[src/rtl/irf_regs.vh]
// constants of the interrupt request flag block
`ifndef IRF_REGS_VH
`define IRF_REGS_VH
`define IRF_NSRC       10
`define IRF_SRC_EXTA   0
`define IRF_SRC_UART2  1
`define IRF_SRC_CNTA   2
`define IRF_SRC_TWI    3
`define IRF_SRC_EXTB   4
`define IRF_SRC_RSVD   5
`define IRF_SRC_CNTB   6
`define IRF_SRC_USB    7
`define IRF_SRC_UART1  8
`define IRF_SRC_CNTC   9
`define IRF_USB_NEV    6
`define IRF_USB_EP0TX  0
`define IRF_USB_EP0RX  1
`define IRF_USB_EP12TX 2
`define IRF_USB_SUSP   3
`define IRF_USB_RESUM  4
`define IRF_USB_EOP    5
`define IRF_FLAGS_RST  10'h000
`define IRF_USB_RST    6'h00
`define IRF_CNTA_SPLIT 2'h3
`endif

[src/rtl/irf_request_flags.v]
// interrupt request flags, enables, priority and pending selection
//
// What this block does
// - nine request sources and one reserved slot: two lines, three counters, two serial, two-wire, usb
// - external line a level or edge per its trigger select, flag raises request
// - external line b likewise with its own trigger select and flag
// - edge-triggered external flags cleared by hardware on vectoring
// - counter a and b overflow sets flags, except counter a split mode 3
// - counter a and b overflow flags cleared by hardware when serviced
// - counter c overflow flag set by hardware, cleared only by software
// - counter c external trigger sets external flag when enabled
// - two-wire request bit raises interrupt, cleared by hardware
// - converter done may take over the external line b request
// - usb request on ep0 tx/rx, ep1/2 tx, suspend, resume, end-of-packet
// - usb flags stay set until software clears them
// - per-source enable bits, global enable suppresses all
// - one priority bit per source, high preempts low
`timescale 1ns/1ps
`default_nettype none
`include "irf_regs.vh"

// two-flop synchroniser with a third stage kept for edge detection
module irf_sync2 #(
	parameter [0:0] RST = 1'b0
) (
	// clock and reset
	input  wire mclk,
	input  wire srst,
	// asynchronous input and its synchronised copies
	input  wire din,
	output wire dout,
	output wire dout_prev
);

	reg  [2:0] stage_reg;

	// reset value is the idle level of the input, so no false edge follows reset
	always @(posedge mclk) begin
		if (srst) begin
			stage_reg <= {3{RST}};
		end else begin
			stage_reg <= {stage_reg[1:0], din};
		end
	end

	// the first stage may be metastable and is never read outside
	assign dout      = stage_reg[1];
	assign dout_prev = stage_reg[2];

endmodule // irf_sync2

module irf_request_flags #(
	parameter NSRC = `IRF_NSRC
) (
	// clock and reset
	input  wire             mclk,
	input  wire             srst,
	// external pins
	input  wire             ext_line_a_n,
	input  wire             ext_line_b_n,
	// trigger configuration
	input  wire             ext_a_trigger_select,
	input  wire             ext_b_trigger_select,
	input  wire             adc_takeover,
	input  wire             adc_done,
	// peripheral events, one-cycle pulses; counter a mode, counter c trigger and its enable are levels
	input  wire             counter_a_ovf,
	input  wire [1:0]       counter_a_mode,
	input  wire             counter_b_ovf,
	input  wire             counter_c_ovf,
	input  wire             counter_c_ext_trigger,
	input  wire             counter_c_ext_enable,
	input  wire             twowire_request_bit,
	input  wire             uart1_request,
	input  wire             uart2_request,
	input  wire [5:0]       usb_event,
	// software clears, one-cycle pulses
	input  wire             counter_c_ovf_clr,
	input  wire             counter_c_ext_clr,
	input  wire [5:0]       usb_flag_clr,
	// enable and priority
	input  wire             global_irq_enable,
	input  wire [NSRC-1:0]  src_enable,
	input  wire [NSRC-1:0]  src_priority,
	// core vectoring
	input  wire             vector_ack,
	input  wire [3:0]       vector_src,
	// status and request
	output reg  [NSRC-1:0]  flags_reg,
	output reg  [5:0]       usb_flags_reg,
	output reg              counter_c_overflow_flag,
	output reg              counter_c_ext_flag,
	output wire [NSRC-1:0]  pending,
	output wire             irq_valid,
	output wire [3:0]       irq_src,
	output wire             irq_high
);

	wire            sync_a;
	wire            sync_b;
	wire            sync_t;
	wire            prev_a;
	wire            prev_b;
	wire            prev_t;
	reg  [NSRC-1:0] flags_next;
	reg  [NSRC-1:0] set_v;
	reg  [NSRC-1:0] hwclr_v;
	reg  [3:0]      sel_hi;
	reg  [3:0]      sel_lo;
	reg             any_hi;
	reg             any_lo;
	integer         i;

	wire            lvl_a   = ~sync_a;
	wire            lvl_b   = ~sync_b;
	wire            fall_a  = prev_a & ~sync_a;
	wire            fall_b  = prev_b & ~sync_b;
	wire            rise_t  = ~prev_t & sync_t;
	wire [NSRC-1:0] one_hot = {{(NSRC-1){1'b0}}, 1'b1};
	// an index beyond the last source shifts out and clears nothing
	wire [NSRC-1:0] ack_v   = vector_ack ? (one_hot << vector_src) : {NSRC{1'b0}};

	// pins pass two flops before use; pins idle high, the trigger idles low
	irf_sync2 #(
		.RST (1'b1)
	) u_sync_a (
		.mclk      (mclk),
		.srst      (srst),
		.din       (ext_line_a_n),
		.dout      (sync_a),
		.dout_prev (prev_a)
	);

	irf_sync2 #(
		.RST (1'b1)
	) u_sync_b (
		.mclk      (mclk),
		.srst      (srst),
		.din       (ext_line_b_n),
		.dout      (sync_b),
		.dout_prev (prev_b)
	);

	irf_sync2 #(
		.RST (1'b0)
	) u_sync_t (
		.mclk      (mclk),
		.srst      (srst),
		.din       (counter_c_ext_trigger),
		.dout      (sync_t),
		.dout_prev (prev_t)
	);

	always @* begin
		set_v = {NSRC{1'b0}};
		hwclr_v = {NSRC{1'b0}};
		set_v[`IRF_SRC_EXTA] = ext_a_trigger_select ? fall_a : lvl_a;
		set_v[`IRF_SRC_EXTB] = adc_takeover ? adc_done :
			(ext_b_trigger_select ? fall_b : lvl_b);
		set_v[`IRF_SRC_CNTA] = counter_a_ovf & (counter_a_mode != `IRF_CNTA_SPLIT);
		set_v[`IRF_SRC_CNTB] = counter_b_ovf;
		set_v[`IRF_SRC_TWI] = twowire_request_bit;
		set_v[`IRF_SRC_UART1] = uart1_request;
		set_v[`IRF_SRC_UART2] = uart2_request;
		// edge flags cleared on vector
		// level flags also clear on vector, but a line still held keeps them set, since set wins
		hwclr_v[`IRF_SRC_EXTA] = ack_v[`IRF_SRC_EXTA];
		hwclr_v[`IRF_SRC_EXTB] = ack_v[`IRF_SRC_EXTB];
		hwclr_v[`IRF_SRC_CNTA] = ack_v[`IRF_SRC_CNTA];
		hwclr_v[`IRF_SRC_CNTB] = ack_v[`IRF_SRC_CNTB];
		hwclr_v[`IRF_SRC_TWI] = ack_v[`IRF_SRC_TWI];
		hwclr_v[`IRF_SRC_UART1] = ack_v[`IRF_SRC_UART1];
		hwclr_v[`IRF_SRC_UART2] = ack_v[`IRF_SRC_UART2];
		// set wins over clear
		flags_next = (flags_reg & ~hwclr_v) | set_v;
		// usb summary and counter c follow software-cleared flags
		flags_next[`IRF_SRC_USB] = |usb_flags_reg;
		flags_next[`IRF_SRC_CNTC] = counter_c_overflow_flag | counter_c_ext_flag;
		flags_next[`IRF_SRC_RSVD] = 1'b0;
	end

	always @(posedge mclk) begin
		if (srst) begin
			flags_reg <= `IRF_FLAGS_RST;
			usb_flags_reg <= `IRF_USB_RST;
			counter_c_overflow_flag <= 1'b0;
			counter_c_ext_flag <= 1'b0;
		end else begin
			flags_reg <= flags_next;
			usb_flags_reg <= (usb_flags_reg & ~usb_flag_clr) | usb_event;
			counter_c_overflow_flag <= (counter_c_overflow_flag & ~counter_c_ovf_clr)
				| counter_c_ovf;
			counter_c_ext_flag <= (counter_c_ext_flag & ~counter_c_ext_clr)
				| (rise_t & counter_c_ext_enable);
		end
	end

	assign pending = flags_reg & src_enable & {NSRC{global_irq_enable}};

	// high level first, then fixed polling order, lowest index wins
	always @* begin
		sel_hi = 4'h0;
		sel_lo = 4'h0;
		any_hi = 1'b0;
		any_lo = 1'b0;
		for (i = NSRC - 1; i >= 0; i = i - 1) begin
			if (pending[i] & src_priority[i]) begin
				sel_hi = i[3:0];
				any_hi = 1'b1;
			end
			if (pending[i] & ~src_priority[i]) begin
				sel_lo = i[3:0];
				any_lo = 1'b1;
			end
		end
	end

	assign irq_valid = any_hi | any_lo;
	assign irq_high = any_hi;
	assign irq_src = any_hi ? sel_hi : sel_lo;

endmodule // irf_request_flags
`default_nettype wire

[config.mk]
export PLATFORM = sky130hd
export DESIGN_NAME = irf_request_flags
export DESIGN_NICKNAME = d
export VERILOG_FILES = /design/src/rtl/irf_request_flags.v
export VERILOG_INCLUDE_DIRS = /design/src /design/src/rtl
export SDC_FILE = /design/constraint.sdc
export NUM_CORES = 1
export LEC_CHECK = 0
export BUFFER_PORTS_ARGS = -buffer_cell sky130_fd_sc_hd__buf_2
export CORE_MARGIN = 4
export CORE_UTILIZATION = 37
export DETAILED_ROUTE_END_ITERATION = 12
export MAX_ROUTING_LAYER = met4
export PLACE_DENSITY = 0.76
export SLEW_MARGIN = 30
export SYNTH_ARGS = -nofsm -noshare
export SYNTH_HDL_FRONTEND = slang
export SYNTH_HIERARCHICAL = 1
export SYNTH_SLANG_ARGS = --single-unit
[constraint.sdc]
create_clock -name mclk -period 1.1 [get_ports mclk]
set_input_delay 0.11 -clock mclk [delete_from_list [all_inputs] [get_ports mclk]]
set_output_delay 0.11 -clock mclk [all_outputs]
set_load 0.05 [all_outputs]
==> results of run 1 <==
how the worst max path moves through the flow:
stage / endpoint / from / slack [ns]
after detailed placement: irq_src[3] / global_irq_enable / -0.53
after global placement: irq_src[3] / global_irq_enable / -0.52
after global routing: irq_src[1] / flags_reg[4] / -0.84
final: irq_src[0] / flags_reg[8] / -0.76
after CTS: irq_src[0] / flags_reg[8] / -0.70
after floorplan: irq_src[1] / flags_reg[9] / -0.76
cell usage after synthesis (2+ instances only):
master / n / area share (%)
sky130_fd_sc_hd__nand2_1: 11 / 3.1
sky130_fd_sc_hd__nor2_1: 21 / 5.9
sky130_fd_sc_hd__buf_4: 2 / 1.1
sky130_fd_sc_hd__dfxtp_1: 26 / 39
sky130_fd_sc_hd__nand3_2: 2 / 1.5
sky130_fd_sc_hd__or2_1: 7 / 3.3
sky130_fd_sc_hd__a21oi_1: 20 / 7.5
sky130_fd_sc_hd__nand4_1: 7 / 3.3
sky130_fd_sc_hd__o21ai_1: 4 / 1.5
sky130_fd_sc_hd__nor2b_1: 4 / 1.9
sky130_fd_sc_hd__inv_1: 16 / 4.5
sky130_fd_sc_hd__clkbuf_1: 2 / 0.57
sky130_fd_sc_hd__nand4_2: 3 / 2.8
sky130_fd_sc_hd__a31oi_1: 2 / 0.94
sky130_fd_sc_hd__nand4b_1: 5 / 3.3
sky130_fd_sc_hd__nand3_1: 9 / 3.4
sky130_fd_sc_hd__and3_1: 2 / 0.94
tightest hold or removal path, cell delays in order:
cell and delay [ns]:
sky130_fd_sc_hd__buf_2 0.08, sky130_fd_sc_hd__a21oi_1 0.03, sky130_fd_sc_hd__nor2_1 0.07
stage by stage:
| stage | power [mW] | instance area (um2) | std cells |
|---|---|---|---|
| final | 2.79 | 2710 | 348 |
| after global routing | 2.92 | 2710 | 348 |
| after CTS | 2.68 | 2530 | 342 |
| after detailed placement | 1.89 | 2090 | 322 |
| after global placement | 1.88 | 2090 | 322 |
| after floorplan | 1.58 | 1420 | 166 |
final cells by class:
| type | instances | area (um2) | share of cell area [%] |
|---|---|---|---|
| clock buffer | 3 | 22.5 | 0.830 |
| clock inverter | 1 | 30.0 | 1.11 |
| inverter | 16 | 76.3 | 2.81 |
| multi-input combinational | 118 | 833 | 30.7 |
| sequential | 26 | 539 | 19.9 |
| tap | 46 | 57.6 | 2.12 |
| timing repair buffer | 138 | 1150 | 42.5 |
kinds of logic after synthesis:
group	after synthesis	share of synthesized area (%)
flops	26	39.2
other cells	1	0.282
buf+inv	22	7.45
simple gates	81	35.9
compound gates	35	17.2
power groups by stage:
stage | combinational (mW) | clock, mW | sequential (mW)
after global placement | 0.823 | 0 | 1.06
after CTS | 0.977 | 0.664 | 1.04
final | 1.10 | 0.646 | 1.05
after detailed placement | 0.833 | 0 | 1.06
after global routing | 1.16 | 0.709 | 1.05
after floorplan | 0.383 | 0 | 1.20
placed cells by master, fill, tap and decap left out, drive strengths merged:
| cell type | count |
|---|---|
| a211oi | 1 |
| a21oi | 21 |
| a31oi | 2 |
| a32oi | 1 |
| a41o | 1 |
| and3 | 2 |
| and3b | 1 |
| and4 | 1 |
| buf | 124 |
| bufinv | 1 |
| clkbuf | 4 |
| clkinvlp | 3 |
| conb | 2 |
| dfxtp | 26 |
| dlygate4sd3 | 13 |
| inv | 13 |
| nand2 | 12 |
| nand2b | 1 |
| nand3 | 11 |
| nand3b | 1 |
| nand4 | 10 |
| nand4b | 6 |
| nor2 | 22 |
| nor2b | 4 |
| nor3 | 1 |
| nor3b | 1 |
| nor4 | 1 |
| o211ai | 1 |
| o21ai | 4 |
| o22ai | 1 |
| o31ai | 1 |
| o32ai | 2 |
| or2 | 7 |
routing by layer:
metal  vias to the layer above  part of all wire, %  global-route usage (%)
li1                        854                    -                       -
met1                       794                   37                    22.4
met2                        76                   54                    37.5
met3                        17                  5.9                    3.78
met4                         0                  3.0                    8.19
met5                         -                    0                       -
what timing repair did:
action,in CTS,in global routing
hold endpoints to repair,13,0
endpoints found under the setup margin,24,31
gates resized for setup,71,51
setup buffers,3,10
pin swaps,6,8
hold buffers,13,0
==> results.md, run 1 <==
* Status: finished, violations left
* Violated checks: negative setup slack
* Vias post-DR at 1,741
* Peak ir drop on the vdd network at between 800 and 900 uV
* Final worst clock skew at 0.00344 ns
* First-pass GRT wire length at between 7 and 8 mm
* Via count of the first global-routing pass at roughly 1,600
* Data required time of the critical path at 0.99 ns
* Total gr overflow at 0
* Cell with the largest stage delay on the worst path: sky130_fd_sc_hd__dfxtp_4
* Max Slew Vio Count at 0
* Maximum number of pins on one net before global-route repair at 27
* Residual DRC count at 0
* Final worst hold slack at about 0.013 ns
* Crit path launch type: register
* Largest fanout on the critical path at 4
* Number of iterations in the first detailed-routing pass at 4
* Reg-to-reg critical path startpoint: flags_reg[6]
* Area growth from synthesis to layout at 104%
* Synth Flop Type: sky130_fd_sc_hd__dfxtp_1
* Antenna violation net count after detailed routing at 0
* Worst path buffer plus inverter count at 1
* Post-layout nets at between 300 and 400
* Diode insertion count for antenna repair at 0
* HP Class: primary input to register
* Wire length per cell after detailed routing at 14.5 um
* Ordered cell list for the critical path: and3b_1 > o31ai_2 > a31oi_1 > o21ai_1 > a41o_2 > buf_6
* Number of endpoints with negative hold slack in the final report at 0
* Cell family with the largest share of critical-path delay: compound AO/OA/AOI/OAI gates
* Post-Syn Instances at approximately 170
* Fraction of power consumed by combinational cells at between 30% and 40%
* Horizontal die dimension at between 60 and 70 um
* Die footprint at ~4600 um2
* Post-Synthesis Mean Instance Area at 8.05 um2
* # clock sinks at 26
* Final WS setup at -0.756 ns
* IO Port Bufs at 87
* Total Routed Length at between 5 and 6 mm
* Number of flip-flops in the largest register at 9
* Period utilization at 169%
* Yosys warns at 6
* Largest incremental delay on the critical path at about 0.4 ns
* Global-route usage over all layers at roughly 21%
* Switching Fraction at 33.3%
* Leak Pwr at about 1.3 nW
* Core Box Area at 3390 um2
* Final design utilization at roughly 80%
* Fill cell total of the finished layout at between 200 and 250
* Starting density of the core at between 30% and 40%
* CTS H-Tree Depth at 1
* Number of max-capacitance violations reported at 0
* Post-synthesis instance area at approximately 1300 um2
* Launch point of the worst hold path: uart1_request
* DPL Wire Length at around 3.4 mm
* Layout cell share with drive strength beyond 1 at 57.0%
* I/O pin total at 92
* Depth of the most critical reg-to-reg path at 4
* EDFF count, synth at 0
* Pre-CTS WS at -0.535 ns
* RSZ-0062 raised after global routing: yes
* Final critical path time including I/O delays and setup at 1.86 ns
* Part of the power in the clock network at a little under a quarter
* Total stage count of the critical path at 6
* Power dissipated by switching net loads at about 0.93 mW
* Initial DRC Count at 132
* Internal power summed over all cells at around 1.9 mW
* Ratio of total power to cell area at 1030 nW/um2
* Sequential area share after synthesis at 39.2%
* Sequential cell fraction of total power at between 30% and 40%
* Type of element capturing the critical path: output port
* Number of buffers created by CTS at 3
* # rows at 21
* Setup violators final at 18
* Bufs on Longest Clock Path at 2
* Number of synthesized register bits at 26
* Clock tree from TritonCTS: done
* Data arrival time of the worst path at ~1.8 ns
* Later-pin clock latency in the skew report at between 0.3 and 0.4 ns
* Via/cell ratio at around 5
* Async set-or-reset flop fraction in the synthesized netlist at 0%
* Critical register-to-register path endpoint: flags_reg[6]
* Critical setup path kind: register to output port
* Antenna violations before repair at 0
* Maximum clock rate at 539 MHz
* Final RePlAce weighted congestion at ~0.86
* Die extent in y at 67.9 um
* Number of distinct library cells after synthesis at 39
* Clock transition at the registers of the reported paths at between 0.1 and 0.15 ns
* CTS Root Cell: sky130_fd_sc_hd__clkbuf_4
* Total Negative Setup Slacks at -6.19 ns
* Reg2Reg Setup Slack at approximately 0.23 ns
* Number of instances on the worst hold path at 3
* Hold EP: flags_reg[8]
(Power assumes the default switching activity.)
==> inputs of run 2 (changes only) <==
Settings changed: GPL_TIMING_DRIVEN from default to 0.
==> run 2 against run 1 <==
Compared with the run above: die area unchanged; cell area down 4.8%; critical path depth unchanged; via count shrank 4.8%; the flow still finishes with violations (negative setup slack); worst hold slack better by 0.0018 ns.
==> results.md, run 2 (same netlist as run 1, synthesis figures left out) <==
* Status: finished, violations left (unchanged)
* Violated checks: negative setup slack (unchanged)
* Period utilization at 163% (was 169%)
* Total gr overflow at 0 (unchanged)
* Antenna violations before repair at 0 (unchanged)
* Via count of the first global-routing pass at 1,616 (was 1,635)
* Clock tree from TritonCTS: done (unchanged)
* Leak Pwr at 1.22 nW (was 1.31 nW)
* Bufs on Longest Clock Path at 2 (unchanged)
* Die extent in y at 67.9 um (unchanged)
* I/O pin total at 92 (unchanged)
* Peak ir drop on the vdd network at 919 uV (was 862 uV)
* DPL Wire Length at 3.27 mm (was 3.39 mm)
* Number of flip-flops in the largest register at 9 (unchanged)
* Maximum clock rate at 557 MHz (was 539 MHz)
* Final WS setup at -0.696 ns (was -0.756 ns)
* Final critical path time including I/O delays and setup at 1.80 ns (was 1.86 ns)
* Total Routed Length at 4.69 mm (was 5.06 mm)
* # rows at 21 (unchanged)
* HP Class: primary input to register (unchanged)
* Diode insertion count for antenna repair at 0 (unchanged)
* Crit path launch type: register (unchanged)
* Horizontal die dimension at 67.9 um (unchanged)
* Number of max-capacitance violations reported at 0 (unchanged)
* Post-layout nets at 351 (was 361)
* Residual DRC count at 0 (unchanged)
* Number of endpoints with negative hold slack in the final report at 0 (unchanged)
* Core Box Area at 3390 um2 (unchanged)
* Via/cell ratio at 4.91 (was 5.00)
* Data arrival time of the worst path at 1.69 ns (was 1.75 ns)
* Final instance area at 2580 um2 (was 2710 um2)
* Setup violators final at 15 (was 18)
* Type of element capturing the critical path: output port (unchanged)
* Layout cell share with drive strength beyond 1 at 55.1% (was 57.0%)
* Wire length per cell after detailed routing at 13.9 um (was 14.5 um)
* Max Slew Vio Count at 0 (unchanged)
* Pre-CTS WS at -0.638 ns (was -0.535 ns)
* Global-route track usage on met2 at 40.9% (was 37.5%)
* Ratio of total power to cell area at 1050 nW/um2 (was 1030 nW/um2)
* Met1 Use GR at 21.3% (was 22.4%)
* First-pass GRT wire length at 7.22 mm (was 7.12 mm)
* # clock sinks at 26 (unchanged)
* Data required time of the critical path at 0.99 ns (about the same)
* Layer with the highest usage: met2 (unchanged)
* Later-pin clock latency in the skew report at 0.32 ns (was 0.31 ns)
* Critical setup path kind: register to output port (unchanged)
* Area growth from synthesis to layout at 94.6% (was 104%)
* Die footprint at 4610 um2 (unchanged)
* Antenna violation net count after detailed routing at 0 (unchanged)
* Post-DP Area at 1920 um2 (was 2090 um2)
* Initial DRC Count at 84 (was 132)
* RSZ-0062 raised after global routing: yes (unchanged)
* Largest fanout on the critical path at 3 (was 4)
* IO Port Bufs at 87 (unchanged)
* Starting density of the core at 39.2% (unchanged)
* Total Negative Setup Slacks at -4.39 ns (was -6.19 ns)
* Most common library cell in the layout ignoring fill and taps: sky130_fd_sc_hd__buf_2 (unchanged)
* CTS Root Cell: sky130_fd_sc_hd__clkbuf_4 (unchanged)
* Final design utilization at 76.2% (was 80.0%)
* Met3 GRT Util at 2.30% (was 3.78%)
* Final worst clock skew at 0.000814 ns (was 0.00344 ns)
* Commonest cells after routing, fill and taps aside: sky130_fd_sc_hd__buf_2 (58), sky130_fd_sc_hd__buf_4 (27), sky130_fd_sc_hd__a21oi_1 (20) (was sky130_fd_sc_hd__buf_2 (55), sky130_fd_sc_hd__buf_4 (29), sky130_fd_sc_hd__buf_6 (22))
* Clock transition at the registers of the reported paths at 0.13 ns (was 0.14 ns)
* CTS H-Tree Depth at 1 (unchanged)
* Total power at 2.71 mW (was 2.79 mW)
* Final standard cell count with taps included and fillers excluded at 338 (was 348)
* Maximum number of pins on one net before global-route repair at 16 (was 27)
* Number of iterations in the first detailed-routing pass at 4 (unchanged)
* Global-route usage over all layers at 21.1% (was 20.8%)
* Vias post-DR at 1,658 (was 1,741)
* Placed Cells incl. Taps at 299 (was 322)
* Number of buffers created by CTS at 3 (unchanged)
* Final RePlAce weighted congestion at 0.856 (about the same)
* Final worst hold slack at 0.0152 ns (was 0.0134 ns)
run 2: changes by cell type in the layout (fill, tap and decap cells not counted), moves of 3 or more:
| cell | before | now |
|---|---|---|
| sky130_fd_sc_hd__dfxtp_4 | 3 | 6 |
| sky130_fd_sc_hd__buf_6 | 22 | 13 |
| sky130_fd_sc_hd__buf_8 | 17 | 12 |
| sky130_fd_sc_hd__dfxtp_2 | 6 | 3 |
| sky130_fd_sc_hd__buf_2 | 55 | 58 |
run 2: where the power goes:
group | switching (mW) | leakage [nW] | total, mW | internal [mW]
clock | 0.275 | 0.0279 | 0.643 | 0.368
sequential | 0.0509 | 0.220 | 1.05 | 0.995
combinational | 0.587 | 0.977 | 1.02 | 0.432
run 2: what timing repair did:
| action | in CTS | in global routing |
|---|---|---|
| pin swaps | 21 | 4 |
| endpoints found under the hold margin | 14 | 0 |
| buffers inserted | 17 | 5 |
| hold buffers | 14 | 0 |
| endpoints found under the setup margin | 18 | 29 |
| resized for setup | 70 | 28 |
run 2: critical path: stages, from the launching register on:
cell and delay [ns]:
sky130_fd_sc_hd__dfxtp_2 0.38, sky130_fd_sc_hd__nand3_2 0.10, sky130_fd_sc_hd__or2_1 0.27, sky130_fd_sc_hd__a31oi_1 0.17
sky130_fd_sc_hd__o21ai_1 0.07, sky130_fd_sc_hd__a41o_2 0.23, sky130_fd_sc_hd__buf_8 0.15
run 2: worst paths after layout:
kind	from	endpoint	slack, ns	cells past startpoint
setup / recovery	flags_reg[4]	irq_src[0]	-0.70	6
setup reg to reg	flags_reg[6]	flags_reg[6]	0.22	4
hold reg to reg	u_sync_a/stage_reg[0]	u_sync_a/stage_reg[1]	0.43	1
hold / removal	counter_a_ovf	flags_reg[2]	0.02	3
run 2: final cells by class:
cell class	count	area (um2)
repair buffers	122	943
clock buffers	3	22.5
well taps	46	57.6
multi-input cells	118	871
clock inverters	1	30.0
fillers	259	806
plain buffers	6	38.8
flip-flops and latches	26	547
inverters	16	73.8
run 2: routing by layer:
layer,share of wire [%],up-vias
met3,5.4,10
li1,-,836
met2,56,58
met4,2.2,0
met1,37,754
met5,0,-
